[src/pkg/pas_pkg.sv]
// Constants and types for the autonegotiation status register bank
`default_nettype none
package pas_pkg;
	typedef logic [15:0] pas_word_t;
	typedef logic [7:0]  pas_addr_t;

	// Register offsets
	localparam pas_addr_t OFF_STATUS  = 8'h64;
	localparam pas_addr_t OFF_ADVERT  = 8'h66;
	localparam pas_addr_t OFF_PARTNER = 8'h68;

	// Status field positions
	localparam int ST_T4_BIT   = 15;
	localparam int ST_ABIL_HI  = 14;
	localparam int ST_ABIL_LO  = 11;
	localparam int ST_DONE_BIT = 5;
	localparam int ST_RF_BIT   = 4;
	localparam int ST_HIST_BIT = 3;
	localparam int ST_LINK_BIT = 2;
	localparam int ST_JAB_BIT  = 1;
	localparam int ST_EXT_BIT  = 0;

	// Advertisement and partner field positions
	localparam int AD_NP_BIT    = 15;
	localparam int AD_ACK_BIT   = 14;
	localparam int AD_RF_BIT    = 13;
	localparam int AD_PAUSE_BIT = 10;
	localparam int AD_ABIL_HI   = 8;
	localparam int AD_ABIL_LO   = 5;
	localparam int AD_SEL_HI    = 4;
	localparam int AD_SEL_LO    = 0;

	// Fixed parts, masks and reset values
	localparam pas_word_t ST_FIXED    = 16'h7801;
	localparam pas_word_t ADV_FIXED   = 16'h0400;
	localparam pas_word_t ADV_WR_MASK = 16'h21FF;
	localparam pas_word_t ADV_RESET   = 16'h01E1;
	localparam pas_word_t PART_MASK   = 16'hE5FF;
	localparam pas_word_t PART_RESET  = 16'h0000;
	localparam logic      HIST_RESET  = 1'b1;
	localparam logic      FLAG_RESET  = 1'b0;
endpackage
`default_nettype wire

[src/pkg/pas_if.sv]
// Carrier between the register front end and its status and partner parts
`timescale 1ns/1ps
`default_nettype none
interface pas_if;
	logic               soft_reset;
	logic               status_rd;
	logic               rf_event;
	logic               link_fail;
	logic               link_ok;
	logic               jabber;
	logic               an_done;
	logic               page_valid;
	pas_pkg::pas_word_t page_in;
	pas_pkg::pas_word_t status_word;
	pas_pkg::pas_word_t partner_word;

	modport ctl (output soft_reset, status_rd, rf_event, link_fail, link_ok,
		jabber, an_done, page_valid, page_in, input status_word, partner_word);
	modport stat (input soft_reset, status_rd, rf_event, link_fail, link_ok,
		jabber, an_done, output status_word);
	modport part (input soft_reset, page_valid, page_in, output partner_word);
endinterface
`default_nettype wire

[src/rtl/pas_regs.sv]
// Register front end for status, advertisement and partner ability words
`timescale 1ns/1ps
`default_nettype none
// Functional notes
// - Status bit 15 reads constant 0: no T4 mode.
// - Status bits 14 to 11 read constant 1: four speed/duplex abilities.
// - Status bit 5 shows negotiation complete, resets to 0.
// - Status bit 4 sets on remote fault, clears when status read.
// - Status bit 3 resets to 1, drops after a link failure.
// - Status bit 2 shows valid link now, resets to 0.
// - Status bit 1 shows jabber detected.
// - Status bit 0 reads constant 1: extended registers present.
// - Advertisement bit 15 read-only 0: primary page sent.
// - Advertisement bit 14 set when device acknowledges partner word.
// - Advertisement bit 13 writable, resets 0, advertises fault ability.
// - Advertisement bit 10 read-only 1: pause flow control.
// - Advertisement bits 8 to 5 writable, reset to 1.
// - Advertisement bits 4 to 0 writable selector, reset 00001.
// - Partner register read-only; bit 14 shows partner acknowledge.
// - Partner bit 13 shows partner remote fault.
// - Partner bit 10 shows partner flow control, resets 0.
// - Partner bits 8 to 5 show partner abilities, reset 0.
// - Partner bits 4 to 0 hold received selector, reset 00000.
// - Software reset returns all three registers to defaults.
////////////////////////////////////////////////////////////////////////////////
module pas_regs (
	input  wire logic                sys_clk,
	input  wire logic                rst_n,
	input  wire pas_pkg::pas_addr_t  reg_addr,
	input  wire logic                reg_wr_en,
	input  wire logic                reg_rd_en,
	input  wire pas_pkg::pas_word_t  reg_wdata,
	output var  pas_pkg::pas_word_t  reg_rdata,
	output var  logic                reg_rd_valid,
	input  wire logic                soft_reset,
	input  wire logic                an_complete,
	input  wire logic                remote_fault_event,
	input  wire logic                link_fail_event,
	input  wire logic                link_valid,
	input  wire logic                jabber_detect,
	input  wire logic                local_ack,
	input  wire logic                partner_page_valid,
	input  wire pas_pkg::pas_word_t  partner_page
);
	pas_if ifc ();

	pas_pkg::pas_word_t adv;
	pas_pkg::pas_word_t next_adv;
	pas_pkg::pas_word_t adv_word;
	pas_pkg::pas_word_t next_rdata;
	logic               ack;
	logic               rd_stat;
	logic               rd_adv;
	logic               rd_part;
	logic               wr_adv;

	////////////////////////////////////////////////////////////////////////////////
	// Address decode

	function automatic logic hit(input pas_pkg::pas_addr_t a,
		input pas_pkg::pas_addr_t off);
		return a == off;
	endfunction

	assign rd_stat = reg_rd_en && hit(reg_addr, pas_pkg::OFF_STATUS);
	assign rd_adv  = reg_rd_en && hit(reg_addr, pas_pkg::OFF_ADVERT);
	assign rd_part = reg_rd_en && hit(reg_addr, pas_pkg::OFF_PARTNER);
	assign wr_adv  = reg_wr_en && hit(reg_addr, pas_pkg::OFF_ADVERT);

	////////////////////////////////////////////////////////////////////////////////
	// Status and partner parts

	assign ifc.soft_reset = soft_reset;
	assign ifc.status_rd  = rd_stat;
	assign ifc.rf_event   = remote_fault_event;
	assign ifc.link_fail  = link_fail_event;
	assign ifc.link_ok    = link_valid;
	assign ifc.jabber     = jabber_detect;
	assign ifc.an_done    = an_complete;
	assign ifc.page_valid = partner_page_valid;
	assign ifc.page_in    = partner_page;

	pas_status u_status (
		.sys_clk (sys_clk),
		.rst_n   (rst_n),
		.ifc     (ifc.stat)
	);

	pas_partner u_partner (
		.sys_clk (sys_clk),
		.rst_n   (rst_n),
		.ifc     (ifc.part)
	);

	////////////////////////////////////////////////////////////////////////////////
	// Advertisement register

	// Only writable fields are stored
	assign next_adv = wr_adv ? (reg_wdata & pas_pkg::ADV_WR_MASK) : adv;

	assign adv_word = pas_pkg::ADV_FIXED | adv
		| (pas_pkg::pas_word_t'(ack) << pas_pkg::AD_ACK_BIT);

	always_ff @(posedge sys_clk or negedge rst_n) begin
		if (!rst_n) begin
			adv <= pas_pkg::ADV_RESET;
			ack <= pas_pkg::FLAG_RESET;
		end else if (soft_reset) begin
			adv <= pas_pkg::ADV_RESET;
			ack <= pas_pkg::FLAG_RESET;
		end else begin
			adv <= next_adv;
			ack <= local_ack;
		end
	end

	////////////////////////////////////////////////////////////////////////////////
	// Read port

	assign next_rdata = rd_stat ? ifc.status_word
		: rd_adv ? adv_word
		: rd_part ? ifc.partner_word
		: 16'h0000;

	always_ff @(posedge sys_clk or negedge rst_n) begin
		if (!rst_n) begin
			reg_rdata    <= 16'h0000;
			reg_rd_valid <= 1'b0;
		end else begin
			reg_rdata    <= next_rdata;
			reg_rd_valid <= reg_rd_en;
		end
	end
endmodule
`default_nettype wire

[src/rtl/pas_status.sv]
// Basic mode status word with sticky fault and link history
`timescale 1ns/1ps
`default_nettype none
module pas_status (
	input wire logic sys_clk,
	input wire logic rst_n,
	pas_if.stat      ifc
);
	logic done_q;
	logic rfault;
	logic hist;
	logic link_q;
	logic jab_q;
	logic next_rfault;
	logic next_hist;

	assign next_rfault = ifc.rf_event | (rfault & ~ifc.status_rd);
	assign next_hist   = hist & ~ifc.link_fail;

	always_ff @(posedge sys_clk or negedge rst_n) begin
		if (!rst_n) begin
			done_q <= pas_pkg::FLAG_RESET;
			rfault <= pas_pkg::FLAG_RESET;
			hist   <= pas_pkg::HIST_RESET;
			link_q <= pas_pkg::FLAG_RESET;
			jab_q  <= pas_pkg::FLAG_RESET;
		end else if (ifc.soft_reset) begin
			done_q <= pas_pkg::FLAG_RESET;
			rfault <= pas_pkg::FLAG_RESET;
			hist   <= pas_pkg::HIST_RESET;
			link_q <= pas_pkg::FLAG_RESET;
			jab_q  <= pas_pkg::FLAG_RESET;
		end else begin
			done_q <= ifc.an_done;
			rfault <= next_rfault;
			hist   <= next_hist;
			link_q <= ifc.link_ok;
			jab_q  <= ifc.jabber;
		end
	end

	// Fixed abilities plus live bits; reserved bits stay zero
	assign ifc.status_word = pas_pkg::ST_FIXED
		| (pas_pkg::pas_word_t'(done_q) << pas_pkg::ST_DONE_BIT)
		| (pas_pkg::pas_word_t'(rfault) << pas_pkg::ST_RF_BIT)
		| (pas_pkg::pas_word_t'(hist) << pas_pkg::ST_HIST_BIT)
		| (pas_pkg::pas_word_t'(link_q) << pas_pkg::ST_LINK_BIT)
		| (pas_pkg::pas_word_t'(jab_q) << pas_pkg::ST_JAB_BIT);
endmodule
`default_nettype wire

[src/rtl/pas_partner.sv]
// Captured link partner ability page
`timescale 1ns/1ps
`default_nettype none
module pas_partner (
	input wire logic sys_clk,
	input wire logic rst_n,
	pas_if.part      ifc
);
	pas_pkg::pas_word_t page;
	pas_pkg::pas_word_t next_page;

	// Keep only implemented fields of a received page
	assign next_page = ifc.page_valid ? (ifc.page_in & pas_pkg::PART_MASK) : page;

	always_ff @(posedge sys_clk or negedge rst_n) begin
		if (!rst_n) begin
			page <= pas_pkg::PART_RESET;
		end else if (ifc.soft_reset) begin
			page <= pas_pkg::PART_RESET;
		end else begin
			page <= next_page;
		end
	end

	assign ifc.partner_word = page;
endmodule
`default_nettype wire

[config.mk]
export PLATFORM = sky130hd
export DESIGN_NAME = pas_regs
export DESIGN_NICKNAME = d
export VERILOG_FILES = /design/src/pkg/pas_pkg.sv /design/src/pkg/pas_if.sv /design/src/rtl/pas_regs.sv /design/src/rtl/pas_status.sv /design/src/rtl/pas_partner.sv
export SDC_FILE = /design/constraint.sdc
export NUM_CORES = 1
export LEC_CHECK = 0
export ABC_AREA = 1
export BUFFER_PORTS_ARGS = -buffer_cell sky130_fd_sc_hd__buf_2
export CORE_MARGIN = 4
export CORE_UTILIZATION = 30
export DETAILED_ROUTE_END_ITERATION = 10
export SLEW_MARGIN = 20
export SYNTH_ARGS = -nofsm -noshare
export SYNTH_HDL_FRONTEND = slang
export SYNTH_SLANG_ARGS = --single-unit
export TNS_END_PERCENT = 50
[constraint.sdc]
create_clock -name sys_clk -period 1.25 [get_ports sys_clk]
set_clock_uncertainty 0.15 [all_clocks]
set_input_delay 0.0625 -clock sys_clk [delete_from_list [all_inputs] [get_ports sys_clk]]
set_output_delay 0.0625 -clock sys_clk [all_outputs]
set_load 0.03 [all_outputs]
# Word level (Yosys, flattened, before mapping)
# Index checks and enable logic that the tools add are counted.
dict set report op_classes {
  mul 0
  bitwise 10
  n_reduce_logical 6
  magnitude_cmp 0
  mux 13
  eq_ne 3
  add_sub_neg 0
  n_shift 0
  div 0
}
# op count
set op_table {}
lappend op_table {{$mux W16} 7}
lappend op_table {{$eq A8 B7 Y1 const B} 3}
lappend op_table {{$or A16 B15 Y16} 1}
lappend op_table {{$or A16 B2 Y16} 1}
lappend op_table {{$or A16 B3 Y16} 1}
lappend op_table {{$or A16 B4 Y16} 1}
lappend op_table {{$or A15 B5 Y15} 1}
lappend op_table {{$mux W1} 6}
lappend op_table {{$logic_and A1 B1 Y1} 4}
lappend op_table {{$reduce_bool A2 Y1} 2}
lappend op_table {{$and A1 B1 Y1} 2}
lappend op_table {{$not A1 Y1} 2}
lappend op_table {{$or A1 B1 Y1} 1}
dict set report word_totals {
  input_bits 52
  latch_bits 0
  word_cells 42
  mem_bits_ro 0
  out_inout_bits 17
  ramBits 0
  n_memories 0
  ff_bits 55
}

# Depth between registers and ports, before layout
# Gate-level depths: netlist (run 1).
dict set report depth {
  ltp_word 6
  depth_mapped 8
  ltp_nobuf 8
}

# Modules after synthesis
# From an unflattened synthesis (run 1), not the netlist that was laid out.
dict set report unflattened {
  cells_unflattened 276
  area_unflattened_um2 2287.2
}
# mod n_inst cells_per_inst seq_area_each_um2 area_each_um2
set modules_own_cells {}
lappend modules_own_cells {pas_regs 1 180 706.9 1417.6}
lappend modules_own_cells {pas_partner 1 61 325.3 565.5}
lappend modules_own_cells {pas_status 1 35 126.4 304.0}

# Least setup slack after synthesis (run 1)
# No wires, ideal clock.
dict set report synth_path {
  path_kind {input -> register}
  startpoint {input port reg_addr[7]}
  endpoint {register reg_rdata[4]}
  slack_ns 0.244
  setup_time_ns 0.113
  n_path_buf 0
  cell_stages 7
  arrival_time_ns 0.743
  required_ns 0.987
  path_cell_list {nor2_1 nand2_1 nor2_4 nand2_4 or2_0 nand2_1 inv_1}
}
dict set report synth_via {
  elab_chain_len 5
  word_cells_on_any_way 9
  cone_classes {eq/ne (3); mux (3); reduce/logical (3)}
}
# element line_no
set synth_rtl {}
lappend synth_rtl {{start, declared} pas_regs.sv:29} ;# input wire pas_pkg::pas_addr_t reg_addr,
lappend synth_rtl {{$eq A8 B7 Y1} pas_regs.sv:62} ;# return a == off;
lappend synth_rtl {{$logic_and A1 B1 Y1} pas_regs.sv:67} ;# assign rd_part = reg_rd_en && hit(reg_addr, pas_pkg::OFF_PARTNER);
lappend synth_rtl {{$mux W16} pas_regs.sv:122} ;# : rd_part ? ifc.partner_word
lappend synth_rtl {{$mux W16} pas_regs.sv:121} ;# : rd_adv ? adv_word
lappend synth_rtl {{$mux W16 (*)} pas_regs.sv:120} ;# assign next_rdata = rd_stat ? ifc.status_word
lappend synth_rtl {{via next_rdata[4]} pas_regs.sv:50} ;# pas_pkg::pas_word_t next_rdata;
lappend synth_rtl {{end signal, assigned} pas_regs.sv:130} ;# reg_rdata <= next_rdata;
lappend synth_rtl {{end, declared} pas_regs.sv:33} ;# output var pas_pkg::pas_word_t reg_rdata,
# The timed path passes the listed nets; every way through them passes the cells marked *.
# A chain may end at the register's enable or synchronous reset.

# Final worst setup path (run 1)
dict set report layout_path {
  startpoint {input port reg_rd_en}
  endpoint {register reg_rdata[0]}
}
dict set report layout_via {
  elab_chain_len 4
  word_cells_on_any_way 6
  cone_classes {mux (3); reduce/logical (3)}
}
# element line_no
set layout_rtl {}
lappend layout_rtl {{start, declared} pas_regs.sv:31} ;# input wire logic reg_rd_en,
lappend layout_rtl {{$logic_and A1 B1 Y1} pas_regs.sv:67}
lappend layout_rtl {{$mux W16} pas_regs.sv:122}
lappend layout_rtl {{$mux W16} pas_regs.sv:121}
lappend layout_rtl {{$mux W16 (*)} pas_regs.sv:120}
lappend layout_rtl {{via next_rdata[0]} pas_regs.sv:50}
# Marks and branches as above.

==> results of run 1 <==
cells by family (layout without fill, tap and decap cells):
family,Yosys count,in the layout,synth area share [%]
AOI/OAI and AO/OA,30,30,8.53
and+or+nand+nor,90,91,23.3
DFF,44,44,59.5
buffers and inverters,39,140,8.46
other,1,1,0.201
cell usage in the layout (no fill, tap or decap), types with 4 or more instances in the layout:
cell | synthesis | final
dfrtp_1 | 38 | 38
clkbuf_8 | 0 | 6
nand2_1 | 33 | 33
buf_4 | 2 | 9
nor2_1 | 10 | 10
dlygate4sd3_1 | 0 | 34
inv_1 | 29 | 29
o21ai_0 | 17 | 17
a21oi_1 | 9 | 9
nand3_1 | 36 | 36
dfstp_2 | 6 | 6
buf_2 | 3 | 58
nor2_4 | 3 | 4
cell usage after synthesis:
library cell / n / area [um^2]
a21oi_1: 9 / 45.0
buf_2: 3 / 15.0
buf_4: 2 / 15.0
clkbuf_1: 4 / 15.0
clkinv_1: 1 / 3.75
conb_1: 1 / 3.75
dfrtp_1: 38 / 951
dfstp_2: 6 / 158
inv_1: 29 / 109
nand2_1: 33 / 124
nand2_2: 1 / 6.26
nand2_4: 1 / 11.3
nand3_1: 36 / 180
nand3_2: 1 / 10.0
nand4_1: 2 / 12.5
nor2_1: 10 / 37.5
nor2_2: 1 / 6.26
nor2_4: 3 / 33.8
o211ai_1: 3 / 22.5
o21ai_0: 17 / 85.1
o22ai_1: 1 / 6.26
or2_0: 1 / 6.26
or2_2: 1 / 6.26
state kept, by name, indices dropped and copies added, names as in the netlist:
name and count:
reg_rd_valid 1, u_status.jab_q 1, ack 1, u_status.rfault 1
u_status.done_q 1, u_status.link_q 1, u_partner.ifc.partner_word 13, reg_rdata 14
adv 10, u_status.hist 1
layer usage:
metal	part of all wire [%]	global-route usage, %
met4	0.97	3.40
met1	46	19.4
met3	8.1	4.18
met5	0	0
met2	45	21.2
worst register-to-register path: cells and delay by family, from the launching register on:
| family | cells | cell delay, ns |
|---|---|---|
| buf+inv | 1 | 0.04 |
| compound gates | 1 | 0.17 |
| flops | 1 | 0.54 |
timing repair:
action | in CTS | in global routing
setup endpoints to repair | 0 | 8
resized for setup | 0 | 1
endpoints found under the hold margin | 76 | 0
hold buffers | 34 | 0
cell type report:
| class | instances | area [um^2] | share of cell area, % |
|---|---|---|---|
| clock buffer | 6 | 82.6 | 3.02 |
| clock inverter | 2 | 10.0 | 0.366 |
| inverter | 30 | 113 | 4.12 |
| multi-input combinational | 122 | 608 | 22.2 |
| sequential | 44 | 1110 | 40.5 |
| tap | 75 | 93.8 | 3.43 |
| timing repair buffer | 102 | 718 | 26.3 |
path summary, 6_finish.rpt:
check / from / to / slack (ns)
max in group asynchronous: rst_n / adv[5] / 0.56
max: reg_rd_en / reg_rdata[0] / 0.05
min reg2reg: ack / reg_rdata[14] / 0.32
max reg2reg: u_status.hist / u_status.hist / 0.28
min: reg_rd_en / reg_rdata[15] / 0.009
min in group asynchronous: rst_n / reg_rdata[15] / 0.11
power by group:
group / internal (W) / leakage, nW / switching, W
registers: 0.00148 / 0.577 / 0.0000197
logic: 0.000170 / 0.781 / 0.000167
clock network: 0.000441 / 0.0510 / 0.000462
through the flow:
stage          total power, W  worst slack, ns  cells  setup TNS, ns
6_report              0.00274           0.0526    381              0
5_1_grt               0.00289          0.00132    381              0
4_1_cts               0.00277          0.00862    380              0
3_5_place_dp          0.00178          -0.0457    338         -0.196
3_3_place_gp          0.00178          -0.0496    338         -0.376
2_1_floorplan         0.00163            0.244    204              0
==> impl_metrics.tcl, run 1 <==
set metrics [dict create \
    io_buffer_count 58 \
    crit_path_end_kind "flop" \
    ir_drop_mv 0.539 \
    first_global_vias 1695 \
    drc 0 \
    io_pins 69 \
    final_antenna_net_count 0 \
    status "completed" \
    grt_overflow 0 \
    r2r_cells 2 \
    crit_path_cell_trace "buf_2 -> dlygate4sd3_1 -> inv_1 -> nor2_4 -> nand2_1 -> o211ai_1" \
    fin_nets 357 \
    numCtsBuffers 5 \
    p_leak_nw 1.41 \
    hold_class "in2reg" \
    min_path_cells 5 \
    die_area_um2 7540 \
    die_x_um 86.8 \
    netlist_instances 204 \
    grt_max_degree 45 \
    synth_warnings 0 \
    vias 1674 \
    hold_ws_ns 0.00893 \
    crit_path_top_delay_cell "dlygate4sd3_1" \
    wl_mm 4.84 \
    finalCriticalPeriod_ns 1.20 \
    finalSetupViolCount 0 \
    final_cell_area_um2 2730 \
    cp.required_ns 1.26 \
    drtIter0Drc 115 \
    grt_usage_pct 13.9 \
    avgSynthCellArea_um2 9.13 \
    drive_above_1_share_pct 29.7 \
    diodes 0 \
    maxCapViolations 0 \
    clk_path_buf_depth 2 \
    grt_pass1_wl_mm 8.06 \
    fillers 578 \
    netlist_area_um2 1860 \
    fmax_mhz 835 \
    core.rowCount 28 \
    yosys.cell_types.count 23 \
    critPathMaxFanout 5 \
    syn-num-nets 256 \
    htreeDepth 2 \
    cts.sinks 44 \
    clk_pin_slew_worst_paths_ns 0.08 \
    critPathTopFamily "buffers and inverters" \
    finalHoldViolCount 0 \
    dp_hpwl_mm 3.35 \
    gp_congestion 0.737 \
    initial_core_util_pct 31.1 \
    insertion_delay_ns 0.29 \
    fin_crit_sh_pct 95.8 \
    ys_seq_area_share_pct 59.5 \
    max_stage_delay_ns 0.58 \
    powerDensity_nw_per_um2 1000 \
    crit_arrival_ns 1.21 \
    core-area_um2 5990 \
    path_buf_inv 3 \
    antenna_found_initial 0 \
    post_dp_cell_area_um2 2290 \
    rsz0062_at_grt "no" \
    drv_slew 0 \
    cts_setup_buffers 0 \
    cts.root.buffer_cell "clkbuf_8" \
    die_y_um 86.8 \
    utilization_pct 45.6 \
    crit_type "in2reg" \
    firstDrtPassIters 4 \
    ys_ff_latch 44 \
    via_per_inst 4.39 \
    cp.depth 6 \
    cts_tree "yes" \
    wl_per_cell_um 12.7 \
    start_kind "input port" \
    synthToLayoutAreaGrowth_pct 46.7 \
]
No activity file was read; power rests on OpenSTA's default activity.
==> run 2, diff against run 1 <==
Settings changed: SYNTH_HIERARCHICAL set to 1.
==> impl_metrics.tcl, run 2 <==
set metrics [dict create \
    rsz0062_at_grt "yes" \
    crit_path_end_kind "flop" \
    seq_power_share_pct 52.2 \
    dp_hpwl_mm 3.94 \
    crit_arrival_ns 1.24 \
    clockPowerShare_pct 36.2 \
    cts.sinks 46 \
    finalSetupViolCount 0 \
    p_switching_w 0.000696 \
    yosys.cell_types.count 22 \
    crit_path_cell_trace "buf_2 -> dlygate4sd3_1 -> buf_4 -> nand4_1 -> nand3_1 -> nand2_1 -> inv_1" \
    ys_ff_latch 46 \
    grt-busiest-layer "met2" \
    ys_seq_area_share_pct 50.7 \
    max_stage_delay_ns 0.55 \
    io_buffer_count 59 \
    p_leak_nw 1.75 \
    dpl.cell_count 430 \
    powerDensity_nw_per_um2 963 \
    synthToLayoutAreaGrowth_pct 36.7 \
    grt_max_degree 47 \
    switching_share_pct 23.1 \
    global_route.usage.met2_pct 21.0 \
    crit_path_top_delay_cell "dlygate4sd3_1" \
    synth_top_area_share_pct 43.8 \
    synth_warnings 6 \
    avgSynthCellArea_um2 8.29 \
    r2r-end "reg_rdata[6]" \
    firstDrtPassIters 4 \
    htreeDepth 2 \
    critPathTopFamily "buffers and inverters" \
    grt_pass1_wl_mm 8.79 \
    endpoint "reg_rdata[6]" \
    crit_type "in2reg" \
    first_global_vias 1943 \
    synth-edff-count 0 \
    die_area_um2 9080 \
    drc 0 \
    cp.required_ns 1.30 \
    hold_ws_ns 0.0720 \
    fin_tns_setup_ns 0 \
    synth_top_cell_by_area "dfrtp_1" \
    maxCapViolations 0 \
    status "completed" \
    use_met3_pct 3.00 \
    largest_reg_flops 16 \
    final_antenna_net_count 0 \
    async_reset_ff_share_pct 100 \
    drv_slew 0 \
    met1_usage_pct 15.8 \
    fmax_mhz 841 \
    cts.root.buffer_cell "clkbuf_8" \
    fin_nets 424 \
    netlist_area_um2 2290 \
    vias 1981 \
    combPwrFrac_pct 11.6 \
    intPower_w 0.00231 \
    numCtsBuffers 5 \
    synthTopCellsByCount "nand2_1, nand3_1, dfrtp_1" \
    clk_pin_slew_worst_paths_ns 0.08 \
    final_cell_mix "nand2_1, buf_2, nand3_1" \
    via_per_inst 4.20 \
    utilization_pct 42.7 \
    die_x_um 95.3 \
    fin_crit_sh_pct 95.1 \
    wl_mm 5.16 \
    r2r_start "adv[6]" \
    gp_congestion 0.806 \
    hold_class "in2reg" \
    antenna_found_initial 0 \
    finalHoldViolCount 0 \
    grt_overflow 0 \
    diodes 0 \
    cp.depth 7 \
    r2r_cells 4 \
    die_y_um 95.3 \
    clk_path_buf_depth 2 \
    p_total_w 0.00301 \
    final_cells 472 \
    cts_tree "yes" \
    cts_setup_buffers 0 \
    core.rowCount 31 \
    critPathLaunch "reg_rd_en" \
    drtIter0Drc 145 \
    synthTopCellsByArea "dfrtp_1, nand3_1, nand2_1" \
    netlist_instances 276 \
    io_pins 69 \
    hp-start "reg_addr[2]" \
    start_kind "input port" \
    drive_above_1_share_pct 27.3 \
    ir_drop_mv 0.461 \
    finalCriticalPeriod_ns 1.19 \
    initial_core_util_pct 31.2 \
    synthFlopType "dfrtp_1" \
    wl_per_cell_um 10.9 \
    grt_usage_pct 12.6 \
    critPathMaxFanout 15 \
    path_buf_inv 4 \
    yosysMostFrequentCell "nand2_1" \
    largest-register "reg_rdata" \
    regToRegSetupSlack_ns 0.17 \
    final_common_cell "nand2_1" \
    insertion_delay_ns 0.30 \
    core-area_um2 7330 \
]
-- run 2: cell count changes after synthesis, moves of 6 or more --
cell / delta
o21ai_0: -17
or2_0: +6
nand4_1: +9
nand2_1: +31
buf_4: +17
nand3_1: +21
-- run 2: worst register-to-register path: cells and delay by family (launching register included) --
family | cells | cell delay, ns
flip-flops | 1 | 0.54
AND/OR/NAND/NOR | 3 | 0.29
buffers and inverters | 1 | 0.05
-- run 2: through the flow --
| step | setup slack (ns) | area (um^2) |
|---|---|---|
| floorplan | 0.0932 | 2330 |
| global placement | -0.0543 | 2670 |
| detailed placement | -0.0758 | 2670 |
| CTS | 0.00557 | 3110 |
| global route | -0.00676 | 3130 |
| finish | 0.0612 | 3130 |
-- run 2: timing repair --
action	in CTS	in global routing
hold endpoints to repair	76	0
setup endpoints to repair	0	11
resized for setup	0	3
hold buffers	33	0
-- run 2: worst min path at each step --
stage,end,cells after the start
after floorplan,ack,0
after global placement,u_partner/ifc.partner_word[15],2
after detailed placement,u_partner/ifc.partner_word[15],2
after CTS,reg_rdata[15],5
after global routing,reg_rdata[15],5
final,reg_rdata[15],5
-- run 2: cell type report --
cell class | instances | area, um^2
clock inverters | 3 | 45.0
repair buffers | 108 | 773
clock buffers | 5 | 68.8
inverters | 30 | 116
multi-input cells | 180 | 833
fillers | 741 | 4200
repair inverters | 1 | 7.51
flip-flops and latches | 46 | 1160
well taps | 99 | 124
-- run 2: logic make-up after synthesis --
| group | count (synthesis) | share of synthesized area (%) |
|---|---|---|
| other | 3 | 0.492 |
| AO/OA/AOI/OAI | 8 | 1.86 |
| buffers and inverters | 61 | 14.7 |
| AND/OR/NAND/NOR | 158 | 32.3 |
| flip-flops | 46 | 50.7 |
-- run 2: routing by layer --
| layer | vias to the layer above | part of all wire, % |
|---|---|---|
| li1 | 1035 | - |
| met1 | 898 | 46 |
| met2 | 42 | 48 |
| met3 | 6 | 5.4 |
| met4 | 0 | 1.4 |
| met5 | - | 0 |
-- run 2: power by group through the flow --
stage,logic (W),registers [W],clock network (W)
floorplan,0.000156,0.00160,0
global placement,0.000263,0.00160,0
detailed placement,0.000268,0.00160,0
CTS,0.000347,0.00157,0.00112
global route,0.000394,0.00158,0.00119
finish,0.000348,0.00157,0.00109
